===== config.mk =====
export PLATFORM = sky130hd
export DESIGN_NAME = comparator_input_select
export DESIGN_NICKNAME = d
export VERILOG_FILES = /design/src/comparator_input_select.v
export VERILOG_INCLUDE_DIRS = /design/src
export SDC_FILE = /design/constraint.sdc
export NUM_CORES = 1
export LEC_CHECK = 0
export BUFFER_PORTS_ARGS = -buffer_cell sky130_fd_sc_hd__buf_4
export CAP_MARGIN = 20
export CORE_ASPECT_RATIO = 1.25
export CORE_MARGIN = 2
export CORE_UTILIZATION = 50
export DETAILED_ROUTE_END_ITERATION = 10
export GPL_ROUTABILITY_DRIVEN = 0
export PLACE_DENSITY = 0.79
export SETUP_SLACK_MARGIN = 0.3
export SLEW_MARGIN = 20
export SYNTH_ARGS = -nofsm -noshare
export SYNTH_HDL_FRONTEND = slang
export SYNTH_SLANG_ARGS = --single-unit

===== constraint.sdc =====
create_clock -name clk_in -period 1.6 [get_ports clk_in]
set_input_delay 0.16 -clock clk_in [delete_from_list [all_inputs] [get_ports clk_in]]
set_output_delay 0.16 -clock clk_in [all_outputs]
set_load 0.02 [all_outputs]

===== src/comparator_input_select_map.vh =====
// Register offsets, field layout and select codes for the comparator input select block
`ifndef COMPARATOR_INPUT_SELECT_MAP_VH
`define COMPARATOR_INPUT_SELECT_MAP_VH
`define CIS_ADDR_W          4
`define CIS_OFF_P0_A_CFG    4'h0
`define CIS_OFF_P0_B_CFG    4'h1
`define CIS_OFF_P0_WIN_CFG  4'h2
`define CIS_OFF_P0_STATUS   4'h3
`define CIS_OFF_P1_A_CFG    4'h4
`define CIS_OFF_P1_B_CFG    4'h5
`define CIS_OFF_P1_WIN_CFG  4'h6
`define CIS_OFF_P1_STATUS   4'h7
`define CIS_OFF_VERSION     4'h8
`define CIS_POS_LSB         0
`define CIS_NEG_LSB         4
`define CIS_SEL_W           3
`define CIS_WIN_W           2
`define CIS_CFG_RESET       8'h00
`define CIS_WIN_RESET       2'h0
`define CIS_VERSION_VALUE   32'h0000ABCD
`define SEL_PIN0            3'h0
`define SEL_PIN1            3'h1
`define SEL_CODE2           3'h2
`define SEL_CODE3           3'h3
`define SEL_CODE4           3'h4
`define SEL_CODE5           3'h5
`define SRC_NONE            4'h0
`define SRC_A_POS0          4'h1
`define SRC_A_POS1          4'h2
`define SRC_A_NEG0          4'h3
`define SRC_A_NEG1          4'h4
`define SRC_B_POS0          4'h5
`define SRC_B_POS1          4'h6
`define SRC_B_NEG0          4'h7
`define SRC_B_NEG1          4'h8
`define SRC_DAC0            4'h9
`define SRC_DAC1            4'hA
`define SRC_SUPPLY          4'hB
`endif


===== src/comparator_input_select.v =====
// Input select decode for two comparator interface instances
//
// Operation
// - Two instances, both clocked by clk_in; the bus clock inputs are unused
// - Instance 0 pair 0, instance 1 pair 1
// - Config fields choose positive and negative inputs
// - A positive: pin0, pin1, first DAC
// - A negative: pins, B pins, supply, DAC
// - B positive: A negs, B pins, DAC, supply
// - B negative: pin0, pin1, second DAC
// - Window select picks common input pin
// - Instance 1 uses same encodings
// - Window ready needs both comparators ready
`timescale 1ns/1ps
`include "comparator_input_select_map.vh"
module comparator_input_select #(
  parameter [31:0] VERSION_ID = `CIS_VERSION_VALUE // Arbitrary value
) (
  input  wire                     clk_in,
  input  wire                     instance0_bus_clock_in,
  input  wire                     instance1_bus_clock_in,
  input  wire                     resetn_in,
  input  wire [`CIS_ADDR_W-1:0]   addr_in,
  input  wire [31:0]              wdata_in,
  input  wire                     wr_in,
  input  wire                     rd_in,
  output reg  [31:0]              rdata_out,
  input  wire [3:0]               comparator_ready_in,
  input  wire [1:0]               window_mode_in,
  output reg  [3:0]               pair0_comparator_a_pos_out,
  output reg  [3:0]               pair0_comparator_a_neg_out,
  output reg  [3:0]               pair0_comparator_b_pos_out,
  output reg  [3:0]               pair0_comparator_b_neg_out,
  output reg  [3:0]               pair1_comparator_a_pos_out,
  output reg  [3:0]               pair1_comparator_a_neg_out,
  output reg  [3:0]               pair1_comparator_b_pos_out,
  output reg  [3:0]               pair1_comparator_b_neg_out,
  output reg  [3:0]               pair0_window_common_out,
  output reg  [3:0]               pair1_window_common_out,
  output reg  [1:0]               window_ready_flag_out
);

  // Decoders shared by both instances
  function [3:0] a_pos_src;
    input [2:0] code;
    case (code)
      `SEL_PIN0:  a_pos_src = `SRC_A_POS0;
      `SEL_PIN1:  a_pos_src = `SRC_A_POS1;
      `SEL_CODE2: a_pos_src = `SRC_DAC0;
      default:    a_pos_src = `SRC_NONE;
    endcase
  endfunction

  function [3:0] a_neg_src;
    input [2:0] code;
    case (code)
      `SEL_PIN0:  a_neg_src = `SRC_A_NEG0;
      `SEL_PIN1:  a_neg_src = `SRC_A_NEG1;
      `SEL_CODE2: a_neg_src = `SRC_B_POS0;
      `SEL_CODE3: a_neg_src = `SRC_B_POS1;
      `SEL_CODE4: a_neg_src = `SRC_SUPPLY;
      `SEL_CODE5: a_neg_src = `SRC_DAC1;
      default:    a_neg_src = `SRC_NONE;
    endcase
  endfunction

  function [3:0] b_pos_src;
    input [2:0] code;
    case (code)
      `SEL_PIN0:  b_pos_src = `SRC_A_NEG0;
      `SEL_PIN1:  b_pos_src = `SRC_A_NEG1;
      `SEL_CODE2: b_pos_src = `SRC_B_POS0;
      `SEL_CODE3: b_pos_src = `SRC_B_POS1;
      `SEL_CODE4: b_pos_src = `SRC_DAC0;
      `SEL_CODE5: b_pos_src = `SRC_SUPPLY;
      default:    b_pos_src = `SRC_NONE;
    endcase
  endfunction

  function [3:0] b_neg_src;
    input [2:0] code;
    case (code)
      `SEL_PIN0:  b_neg_src = `SRC_B_NEG0;
      `SEL_PIN1:  b_neg_src = `SRC_B_NEG1;
      `SEL_CODE2: b_neg_src = `SRC_DAC1;
      default:    b_neg_src = `SRC_NONE;
    endcase
  endfunction

  function [3:0] win_src;
    input [1:0] code;
    case (code)
      2'h0:    win_src = `SRC_A_NEG0;
      2'h1:    win_src = `SRC_A_NEG1;
      2'h2:    win_src = `SRC_B_POS0;
      default: win_src = `SRC_B_POS1;
    endcase
  endfunction

  reg  [3:0]  rdy_meta_q;
  reg  [3:0]  rdy_q;
  reg  [1:0]  wmode_meta_q;
  reg  [1:0]  wmode_q;
  reg  [31:0] rdata_d;
  reg  [3:0]  p0_a_pos_d;
  reg  [3:0]  p0_a_neg_d;
  reg  [3:0]  p0_b_pos_d;
  reg  [3:0]  p0_b_neg_d;
  reg  [3:0]  p1_a_pos_d;
  reg  [3:0]  p1_a_neg_d;
  reg  [3:0]  p1_b_pos_d;
  reg  [3:0]  p1_b_neg_d;
  reg  [3:0]  p0_win_d;
  reg  [3:0]  p1_win_d;
  wire [1:0]  win_rdy;

  // One AND per pair feeds both the status read and the flag
  assign win_rdy = {rdy_q[2] & rdy_q[3], rdy_q[0] & rdy_q[1]};

  always @(posedge clk_in) begin
    if (!resetn_in) begin
      rdy_meta_q   <= 4'h0;
      rdy_q        <= 4'h0;
      wmode_meta_q <= 2'h0;
      wmode_q      <= 2'h0;
    end else begin
      rdy_meta_q   <= comparator_ready_in;
      rdy_q        <= rdy_meta_q;
      wmode_meta_q <= window_mode_in;
      wmode_q      <= wmode_meta_q;
    end
  end

  // One copy per interface instance; all state runs on clk_in so no word crosses domains
  genvar p;
  generate
    for (p = 0; p < 2; p = p + 1) begin : g_pair
      wire [`CIS_ADDR_W-1:0] a_off;
      wire [`CIS_ADDR_W-1:0] b_off;
      wire [`CIS_ADDR_W-1:0] w_off;
      reg  [7:0]             a_cfg_d;
      reg  [7:0]             b_cfg_d;
      reg  [`CIS_WIN_W-1:0]  win_cfg_d;
      reg  [7:0]             a_cfg_q;
      reg  [7:0]             b_cfg_q;
      reg  [`CIS_WIN_W-1:0]  win_cfg_q;
      assign a_off = (p == 1) ? `CIS_OFF_P1_A_CFG : `CIS_OFF_P0_A_CFG;
      assign b_off = (p == 1) ? `CIS_OFF_P1_B_CFG : `CIS_OFF_P0_B_CFG;
      assign w_off = (p == 1) ? `CIS_OFF_P1_WIN_CFG : `CIS_OFF_P0_WIN_CFG;
      // Upper write data bits are dropped; an unmapped offset changes nothing
      always @* begin
        a_cfg_d   = a_cfg_q;
        b_cfg_d   = b_cfg_q;
        win_cfg_d = win_cfg_q;
        if (wr_in && addr_in == a_off)
          a_cfg_d = wdata_in[7:0];
        if (wr_in && addr_in == b_off)
          b_cfg_d = wdata_in[7:0];
        if (wr_in && addr_in == w_off)
          win_cfg_d = wdata_in[`CIS_WIN_W-1:0];
      end
      always @(posedge clk_in) begin
        if (!resetn_in) begin
          a_cfg_q   <= `CIS_CFG_RESET;
          b_cfg_q   <= `CIS_CFG_RESET;
          win_cfg_q <= `CIS_WIN_RESET;
        end else begin
          a_cfg_q   <= a_cfg_d;
          b_cfg_q   <= b_cfg_d;
          win_cfg_q <= win_cfg_d;
        end
      end
    end
  endgenerate

  always @* begin
    rdata_d = 32'h0000_0000;
    case (addr_in)
      `CIS_OFF_P0_A_CFG:   rdata_d = {24'h0, g_pair[0].a_cfg_q};
      `CIS_OFF_P0_B_CFG:   rdata_d = {24'h0, g_pair[0].b_cfg_q};
      `CIS_OFF_P0_WIN_CFG: rdata_d = {30'h0, g_pair[0].win_cfg_q};
      `CIS_OFF_P0_STATUS:  rdata_d = {29'h0, win_rdy[0], rdy_q[1:0]};
      `CIS_OFF_P1_A_CFG:   rdata_d = {24'h0, g_pair[1].a_cfg_q};
      `CIS_OFF_P1_B_CFG:   rdata_d = {24'h0, g_pair[1].b_cfg_q};
      `CIS_OFF_P1_WIN_CFG: rdata_d = {30'h0, g_pair[1].win_cfg_q};
      `CIS_OFF_P1_STATUS:  rdata_d = {29'h0, win_rdy[1], rdy_q[3:2]};
      `CIS_OFF_VERSION:    rdata_d = VERSION_ID;
      default:             rdata_d = 32'h0000_0000;
    endcase
  end

  // Route decode per pair; instance 1 reuses the instance 0 encodings
  always @* begin
    p0_a_pos_d = a_pos_src(g_pair[0].a_cfg_q[2:0]);
    p0_a_neg_d = a_neg_src(g_pair[0].a_cfg_q[6:4]);
    p0_b_pos_d = b_pos_src(g_pair[0].b_cfg_q[2:0]);
    p0_b_neg_d = b_neg_src(g_pair[0].b_cfg_q[6:4]);
    p1_a_pos_d = a_pos_src(g_pair[1].a_cfg_q[2:0]);
    p1_a_neg_d = a_neg_src(g_pair[1].a_cfg_q[6:4]);
    p1_b_pos_d = b_pos_src(g_pair[1].b_cfg_q[2:0]);
    p1_b_neg_d = b_neg_src(g_pair[1].b_cfg_q[6:4]);
    p0_win_d   = wmode_q[0] ? win_src(g_pair[0].win_cfg_q) : `SRC_NONE;
    p1_win_d   = wmode_q[1] ? win_src(g_pair[1].win_cfg_q) : `SRC_NONE;
  end

  // Routes are registered so pin changes never glitch the analog muxes
  always @(posedge clk_in) begin
    if (!resetn_in) begin
      rdata_out                  <= 32'h0000_0000;
      pair0_comparator_a_pos_out <= `SRC_NONE;
      pair0_comparator_a_neg_out <= `SRC_NONE;
      pair0_comparator_b_pos_out <= `SRC_NONE;
      pair0_comparator_b_neg_out <= `SRC_NONE;
      pair1_comparator_a_pos_out <= `SRC_NONE;
      pair1_comparator_a_neg_out <= `SRC_NONE;
      pair1_comparator_b_pos_out <= `SRC_NONE;
      pair1_comparator_b_neg_out <= `SRC_NONE;
      pair0_window_common_out    <= `SRC_NONE;
      pair1_window_common_out    <= `SRC_NONE;
      window_ready_flag_out      <= 2'h0;
    end else begin
      rdata_out                  <= rd_in ? rdata_d : 32'h0000_0000;
      pair0_comparator_a_pos_out <= p0_a_pos_d;
      pair0_comparator_a_neg_out <= p0_a_neg_d;
      pair0_comparator_b_pos_out <= p0_b_pos_d;
      pair0_comparator_b_neg_out <= p0_b_neg_d;
      pair1_comparator_a_pos_out <= p1_a_pos_d;
      pair1_comparator_a_neg_out <= p1_a_neg_d;
      pair1_comparator_b_pos_out <= p1_b_pos_d;
      pair1_comparator_b_neg_out <= p1_b_neg_d;
      pair0_window_common_out    <= p0_win_d;
      pair1_window_common_out    <= p1_win_d;
      window_ready_flag_out      <= win_rdy;
    end
  end

endmodule // comparator_input_select


-- Word-level counts from Yosys, hierarchy flattened
Index checks and enable logic that the tools add are counted.
- equal/unequal tests: 40
- multiplexer cells: 11
- bitwise logic cells: 2
- reductions and logical operators: 20
- operators with widths (cell ; number):
    $pmux 16 s9 ; 1
    $pmux 4 s6 ; 4
    $pmux 4 s3 ; 4
    $eq 3x2->1 const B ; 12
    $eq 3x1->1 const B ; 8
    $eq 3x3->1 const B ; 8
    $logic_not 3->1 ; 8
    $pmux 3 s3 ; 2
    $eq 4x3->1 const B ; 4
    $eq 4x2->1 const B ; 2
    $logic_and 1x1->1 ; 6
    $reduce_and 2->1 ; 3
    $eq 2x1->1 const B ; 2
    $eq 2x2->1 const B ; 2
    $eq 4x1->1 const B ; 1
    $eq 4x4->1 const B ; 1
    $logic_not 2->1 ; 2
    $logic_not 4->1 ; 1
    $and 1x1->1 ; 2
- register bits after elaboration: 122
- input port bits: 48
- output and inout port bits: 74

-- Longest topological paths before layout
- word-level depth: 2
- gate-level depth with buffers: 6
- gate-level depth less buffers: 4

-- Worst setup path after synthesis
OpenSTA, ideal clock, no wires.
- path kind: input to register
- start: input addr_in[0]
- end: register g_pair[1].win_cfg_q[0]
- arrival time: 1.021 ns
- data required time: 1.472 ns
- path slack: 0.451 ns
- stages on the path: 5
- buffers on the path: 1
- cell sequence: buf_4 -> nor2b_1 -> and3_1 -> mux2i_1 -> nor2_1
- cells in the longest elaborated chain, start to end: 2
- RTL lines (item ; RTL line ; source):
    start, declared ; comparator_input_select.v:23 ; input wire [`CIS_ADDR_W-1:0] addr_in,
    $eq 4x3->1 ; comparator_input_select.v:159 ; if (wr_in && addr_in == w_off)
    $logic_and 1x1->1 ; comparator_input_select.v:159 ;
    end signal, assigned ; comparator_input_select.v:166 ; win_cfg_q <= `CIS_WIN_RESET;
    end signal, assigned ; comparator_input_select.v:170 ; win_cfg_q <= win_cfg_d;
    end, declared ; comparator_input_select.v:146 ; reg [`CIS_WIN_W-1:0] win_cfg_q;
Every way passes these cells.
A chain may end at the register's enable or synchronous reset.

-- Worst setup path in the final report
- start: register g_pair[0].b_cfg_q[0]
- end: register rdata_out[0]
- cells in the longest elaborated chain, start to end: 1
- RTL lines (item ; RTL line ; source):
    start, declared ; comparator_input_select.v:145 ; reg [7:0] b_cfg_q;
    start signal, assigned ; comparator_input_select.v:165 ; b_cfg_q <= `CIS_CFG_RESET;
    start signal, assigned ; comparator_input_select.v:169 ; b_cfg_q <= b_cfg_d;
    $pmux 16 s9 ; comparator_input_select.v:178 ; case (addr_in)
    end signal, assigned ; comparator_input_select.v:222 ; rdata_out <= rd_in ? rdata_d : 32'h0000_0000;
    end, declared ; comparator_input_select.v:27 ; output reg [31:0] rdata_out,
Every way passes these cells.

==> impl_metrics.py <==
metrics = {
    "run_status": {
        "outcome": "completed",
    },
    "pwr": {
        "cellPowerDensity_mw_per_mm2": 1018,
        "power.ir.vdd_worst_mv": 0.6034,
        "switching_power_mw": 1.105,
        "p_int_mw": 3.459,
        "power.static_leakage_nw": 1.944,
        "sequential_share_of_power_pct": 52.5,
        "clkPwrFrac_pct": 38.6,
        "pwr-share-comb_pct": 8.9,
        "post_layout_total_power_mw": 4.564,
        "power_switching_share_pct": 24.21,
    },
    "synth": {
        "netlist_area_mm2": 0.003702,
        "synth-seq-cells": 93,
        "syn-instance-count": 399,
        "syn_area_per_cell_um2": 9.279,
        "synth.yosys.seq_area_share_pct": 50.29,
        "leading_register_cell_type_out_of_synthesis": "sky130_fd_sc_hd__dfxtp_1",
        "yosys.cell_types.count": 42,
        "ys_async_sr_fraction_pct": 0,
        "synth-edff-count": 0,
        "ys_warn_count": 0,
    },
    "worst_setup_path": {
        "timing.critical_path.fanout_max": 6,
        "class_of_the_most_critical_setup_path": "reg2reg",
        "cp_data_arrival_time_ns": 1.45,
        "endpoint_kind": "flip-flop",
        "worst_ep_required_time_ns": 1.86,
        "kind_of_start_point_of_the_critical_path": "flip-flop",
    },
    "timing": {
        "layout_min_cycle_time_ns": 1.191,
        "hold_viol_final": 0,
        "aggregate_negative_setup_slack_ns": 0,
        "setup_repair_after_global_routing_missed_its_margin": "no",
        "setup-violations-final": 0,
        "number_of_max_slew_violations_in_the_final_report": 0,
        "finalClockSkew_ns": 0.01052,
        "min_period_over_period_pct": 74.47,
        "fmax_mhz": 839.3,
    },
    "clock_network": {
        "cts_tree": "built",
        "max-clock-path-buffers": 2,
        "postCtsResizedCells": 0,
        "clock_buffers_created_by_tritoncts": 9,
        "clkSlewWorstSetupHoldPaths_ns": 0.09,
        "clock_tree.htree_level_count": 3,
        "postCtsSetupBuffers": 0,
        "clock-sinks": 93,
        "clockRootBuffer": "sky130_fd_sc_hd__clkbuf_8",
        "clock_insertion_delay_worst_skew_ns": 0.36,
    },
    "routing": {
        "detail_route.wl_per_cell_um": 13.54,
        "drt-vias-per-instance": 5.088,
        "wirelength_mm": 7.664,
        "dr.first_iter.drc_count": 264,
        "drtAntennaViolNets": 0,
        "num_vias": 2880,
        "drt_first_pass_iters": 4,
        "remaining_routing_drc_violations": 0,
    },
    "grt": {
        "globalRoute.busiestLayer": "met2",
        "grt_max_degree": 27,
        "fraction_of_met3_tracks_used_by_global_routing_pct": 4.856,
        "overflow": 0,
        "grt_usage_pct": 19.47,
        "global_route_wire_length_before_repair_mm": 12.14,
        "via_count_of_the_first_global_routing_pass": 2657,
        "grt_use_met1_pct": 22.41,
        "grt_antenna_before_repair": 0,
        "gr-usage-met2_pct": 34.27,
    },
    "layout": {
        "drive_above_1_share_pct": 22.57,
        "antenna_cells_inserted": 0,
        "final_core_utilization_pct": 61.70,
        "flow.area_growth_from_synthesis_pct": 21.16,
        "layout.nets": 524,
    },
    "floorplan": {
        "die_footprint_mm2": 0.008113,
        "die_h_um": 100.2,
        "io-pin-count": 122,
        "die-width_um": 80.97,
        "floorplan.rows": 35,
        "initial_core_util_pct": 50.93,
        "core-area_mm2": 0.007269,
    },
    "placed_design": {
        "numPortBuffers": 72,
        "hpwlAfterDp_mm": 5.405,
    },
    "run": {
        "cap_violations": 0,
    },
    "worst_hold_path": {
        "hold_class": "in2reg",
    },
}
==> cell usage after synthesis (3+ instances only) <==
cell | number | area (um^2)
sky130_fd_sc_hd__and3_1 | 6 | 37.54
sky130_fd_sc_hd__and2_1 | 14 | 87.58
sky130_fd_sc_hd__nand2b_1 | 5 | 31.28
sky130_fd_sc_hd__buf_4 | 31 | 232.7
sky130_fd_sc_hd__nor3_1 | 15 | 75.07
sky130_fd_sc_hd__nor2_1 | 49 | 183.9
sky130_fd_sc_hd__nand3_1 | 22 | 110.1
sky130_fd_sc_hd__inv_1 | 4 | 15.01
sky130_fd_sc_hd__xnor2_1 | 4 | 35.03
sky130_fd_sc_hd__a211oi_1 | 4 | 30.03
sky130_fd_sc_hd__ha_1 | 7 | 87.58
sky130_fd_sc_hd__nand2_1 | 36 | 135.1
sky130_fd_sc_hd__clkbuf_1 | 11 | 41.29
sky130_fd_sc_hd__a21oi_1 | 24 | 120.1
sky130_fd_sc_hd__nor2b_1 | 5 | 31.28
sky130_fd_sc_hd__o22ai_1 | 3 | 18.77
sky130_fd_sc_hd__mux2i_1 | 23 | 230.2
sky130_fd_sc_hd__buf_2 | 9 | 45.04
sky130_fd_sc_hd__nand3b_1 | 4 | 30.03
sky130_fd_sc_hd__dfxtp_1 | 93 | 1862
==> cells by family after synthesis <==
| family | after synthesis | share of synthesized area, % |
|---|---|---|
| fa+ha+maj | 7 | 2.366 |
| flops | 93 | 50.29 |
| other cells | 1 | 0.1013 |
| compound gates | 45 | 7.503 |
| mux | 27 | 8.043 |
| xor+xnor | 6 | 1.419 |
| buf+inv | 56 | 9.124 |
| simple gates | 164 | 21.16 |
==> layout make-up <==
type / count / area [um^2]
Inverter: 5 / 18.77
Multi-Input combinational cell: 272 / 1590
Timing Repair Buffer: 88 / 670.6
Fill cell: 670 / 2784
Sequential cell: 93 / 1862
Tap cell: 92 / 115.1
Clock buffer: 10 / 137.6
Clock inverter: 6 / 91.34
==> per-layer routing <==
layer | routed length (um) | share of wire (%)
met3 | 427 | 5.6
met4 | 148 | 1.9
met5 | 0 | 0
met2 | 4019 | 52
met1 | 3070 | 40
==> power by group through the flow <==
stage          combinational, mW  sequential, mW  clock, mW
6_report                   0.407            2.40       1.76
5_1_grt                    0.442            2.40       1.88
4_1_cts                    0.404            2.40       1.78
3_5_place_dp               0.396            2.45          0
3_3_place_gp               0.392            2.45          0
2_1_floorplan              0.258            2.48          0
==> worst max-delay path, cell delays in order (launching register included) <==
cell and delay [ns]:
sky130_fd_sc_hd__dfxtp_1 0.38, sky130_fd_sc_hd__mux2_2 0.28, sky130_fd_sc_hd__nand2_1 0.06, sky130_fd_sc_hd__a21oi_1 0.06, sky130_fd_sc_hd__o31a_1 0.30
==> path summary, 6_finish.rpt <==
| kind | start | end | slack (ns) | cells after the start |
|---|---|---|---|---|
| hold / removal | comparator_ready_in[0] | rdy_meta_q[0] | 0.007 | 2 |
| setup reg to reg | g_pair[0].b_cfg_q[0] | rdata_out[0] | 0.41 | 4 |
| hold reg to reg | wmode_meta_q[0] | wmode_q[0] | 0.44 | 1 |
| setup / recovery | g_pair[0].b_cfg_q[0] | rdata_out[0] | 0.41 | 4 |
==> metrics by stage <==
step,std cells,hold WS (ns),worst slack (ns),instance area [um^2]
final,566,0.006725,0.4085,4486
after global routing,566,0.0007097,0.3599,4486
after CTS,565,0.0008468,0.4072,4476
after detailed placement,546,0.3727,0.1686,4217
after global placement,546,0.3683,0.2172,4217
after floorplan,421,0.2873,0.4515,3785
==> placed cells by master (no fill, tap or decap), drive strengths merged, types with 2 or more instances in the layout <==
cell / Yosys / layout
o21ai: 2 / 2
nor4b: 2 / 2
nand2b: 5 / 5
nand3: 23 / 23
xor2: 2 / 2
o31a: 2 / 2
nor2b: 5 / 5
conb: 1 / 23
dfxtp: 93 / 93
ha: 7 / 7
buf: 40 / 84
a21oi: 25 / 25
nor3: 15 / 15
dlygate4sd3: 0 / 4
bufinv: 0 / 2
inv: 4 / 6
xnor2: 4 / 4
nor2: 49 / 49
mux2i: 23 / 23
a211oi: 4 / 4
nand2: 36 / 36
mux4: 2 / 2
nand3b: 4 / 4
or3: 2 / 2
clkbuf: 11 / 10
and2: 14 / 14
o22ai: 3 / 3
a2bb2oi: 2 / 2
clkinv: 1 / 3
mux2: 2 / 2
and3: 6 / 6
==> repair_timing <==
item,4_1_cts,5_1_grt
endpoints found under the hold margin,3,1
endpoints found under the setup margin,0,0
hold buffers,3,1
==> registers in the layout, indices dropped and copies added, names as in the netlist, 4 cells and up <==
signal	cells
g_pair.a_cfg_q	16
g_pair.b_cfg_q	16
rdata_out	9
g_pair.win_cfg_q	4
pair0_comparator_a_neg_out	4
pair0_comparator_b_pos_out	4
pair1_comparator_a_neg_out	4
pair1_comparator_b_pos_out	4
rdy_meta_q	4
rdy_q	4
Note: power is estimated with default switching activity, not from simulation.
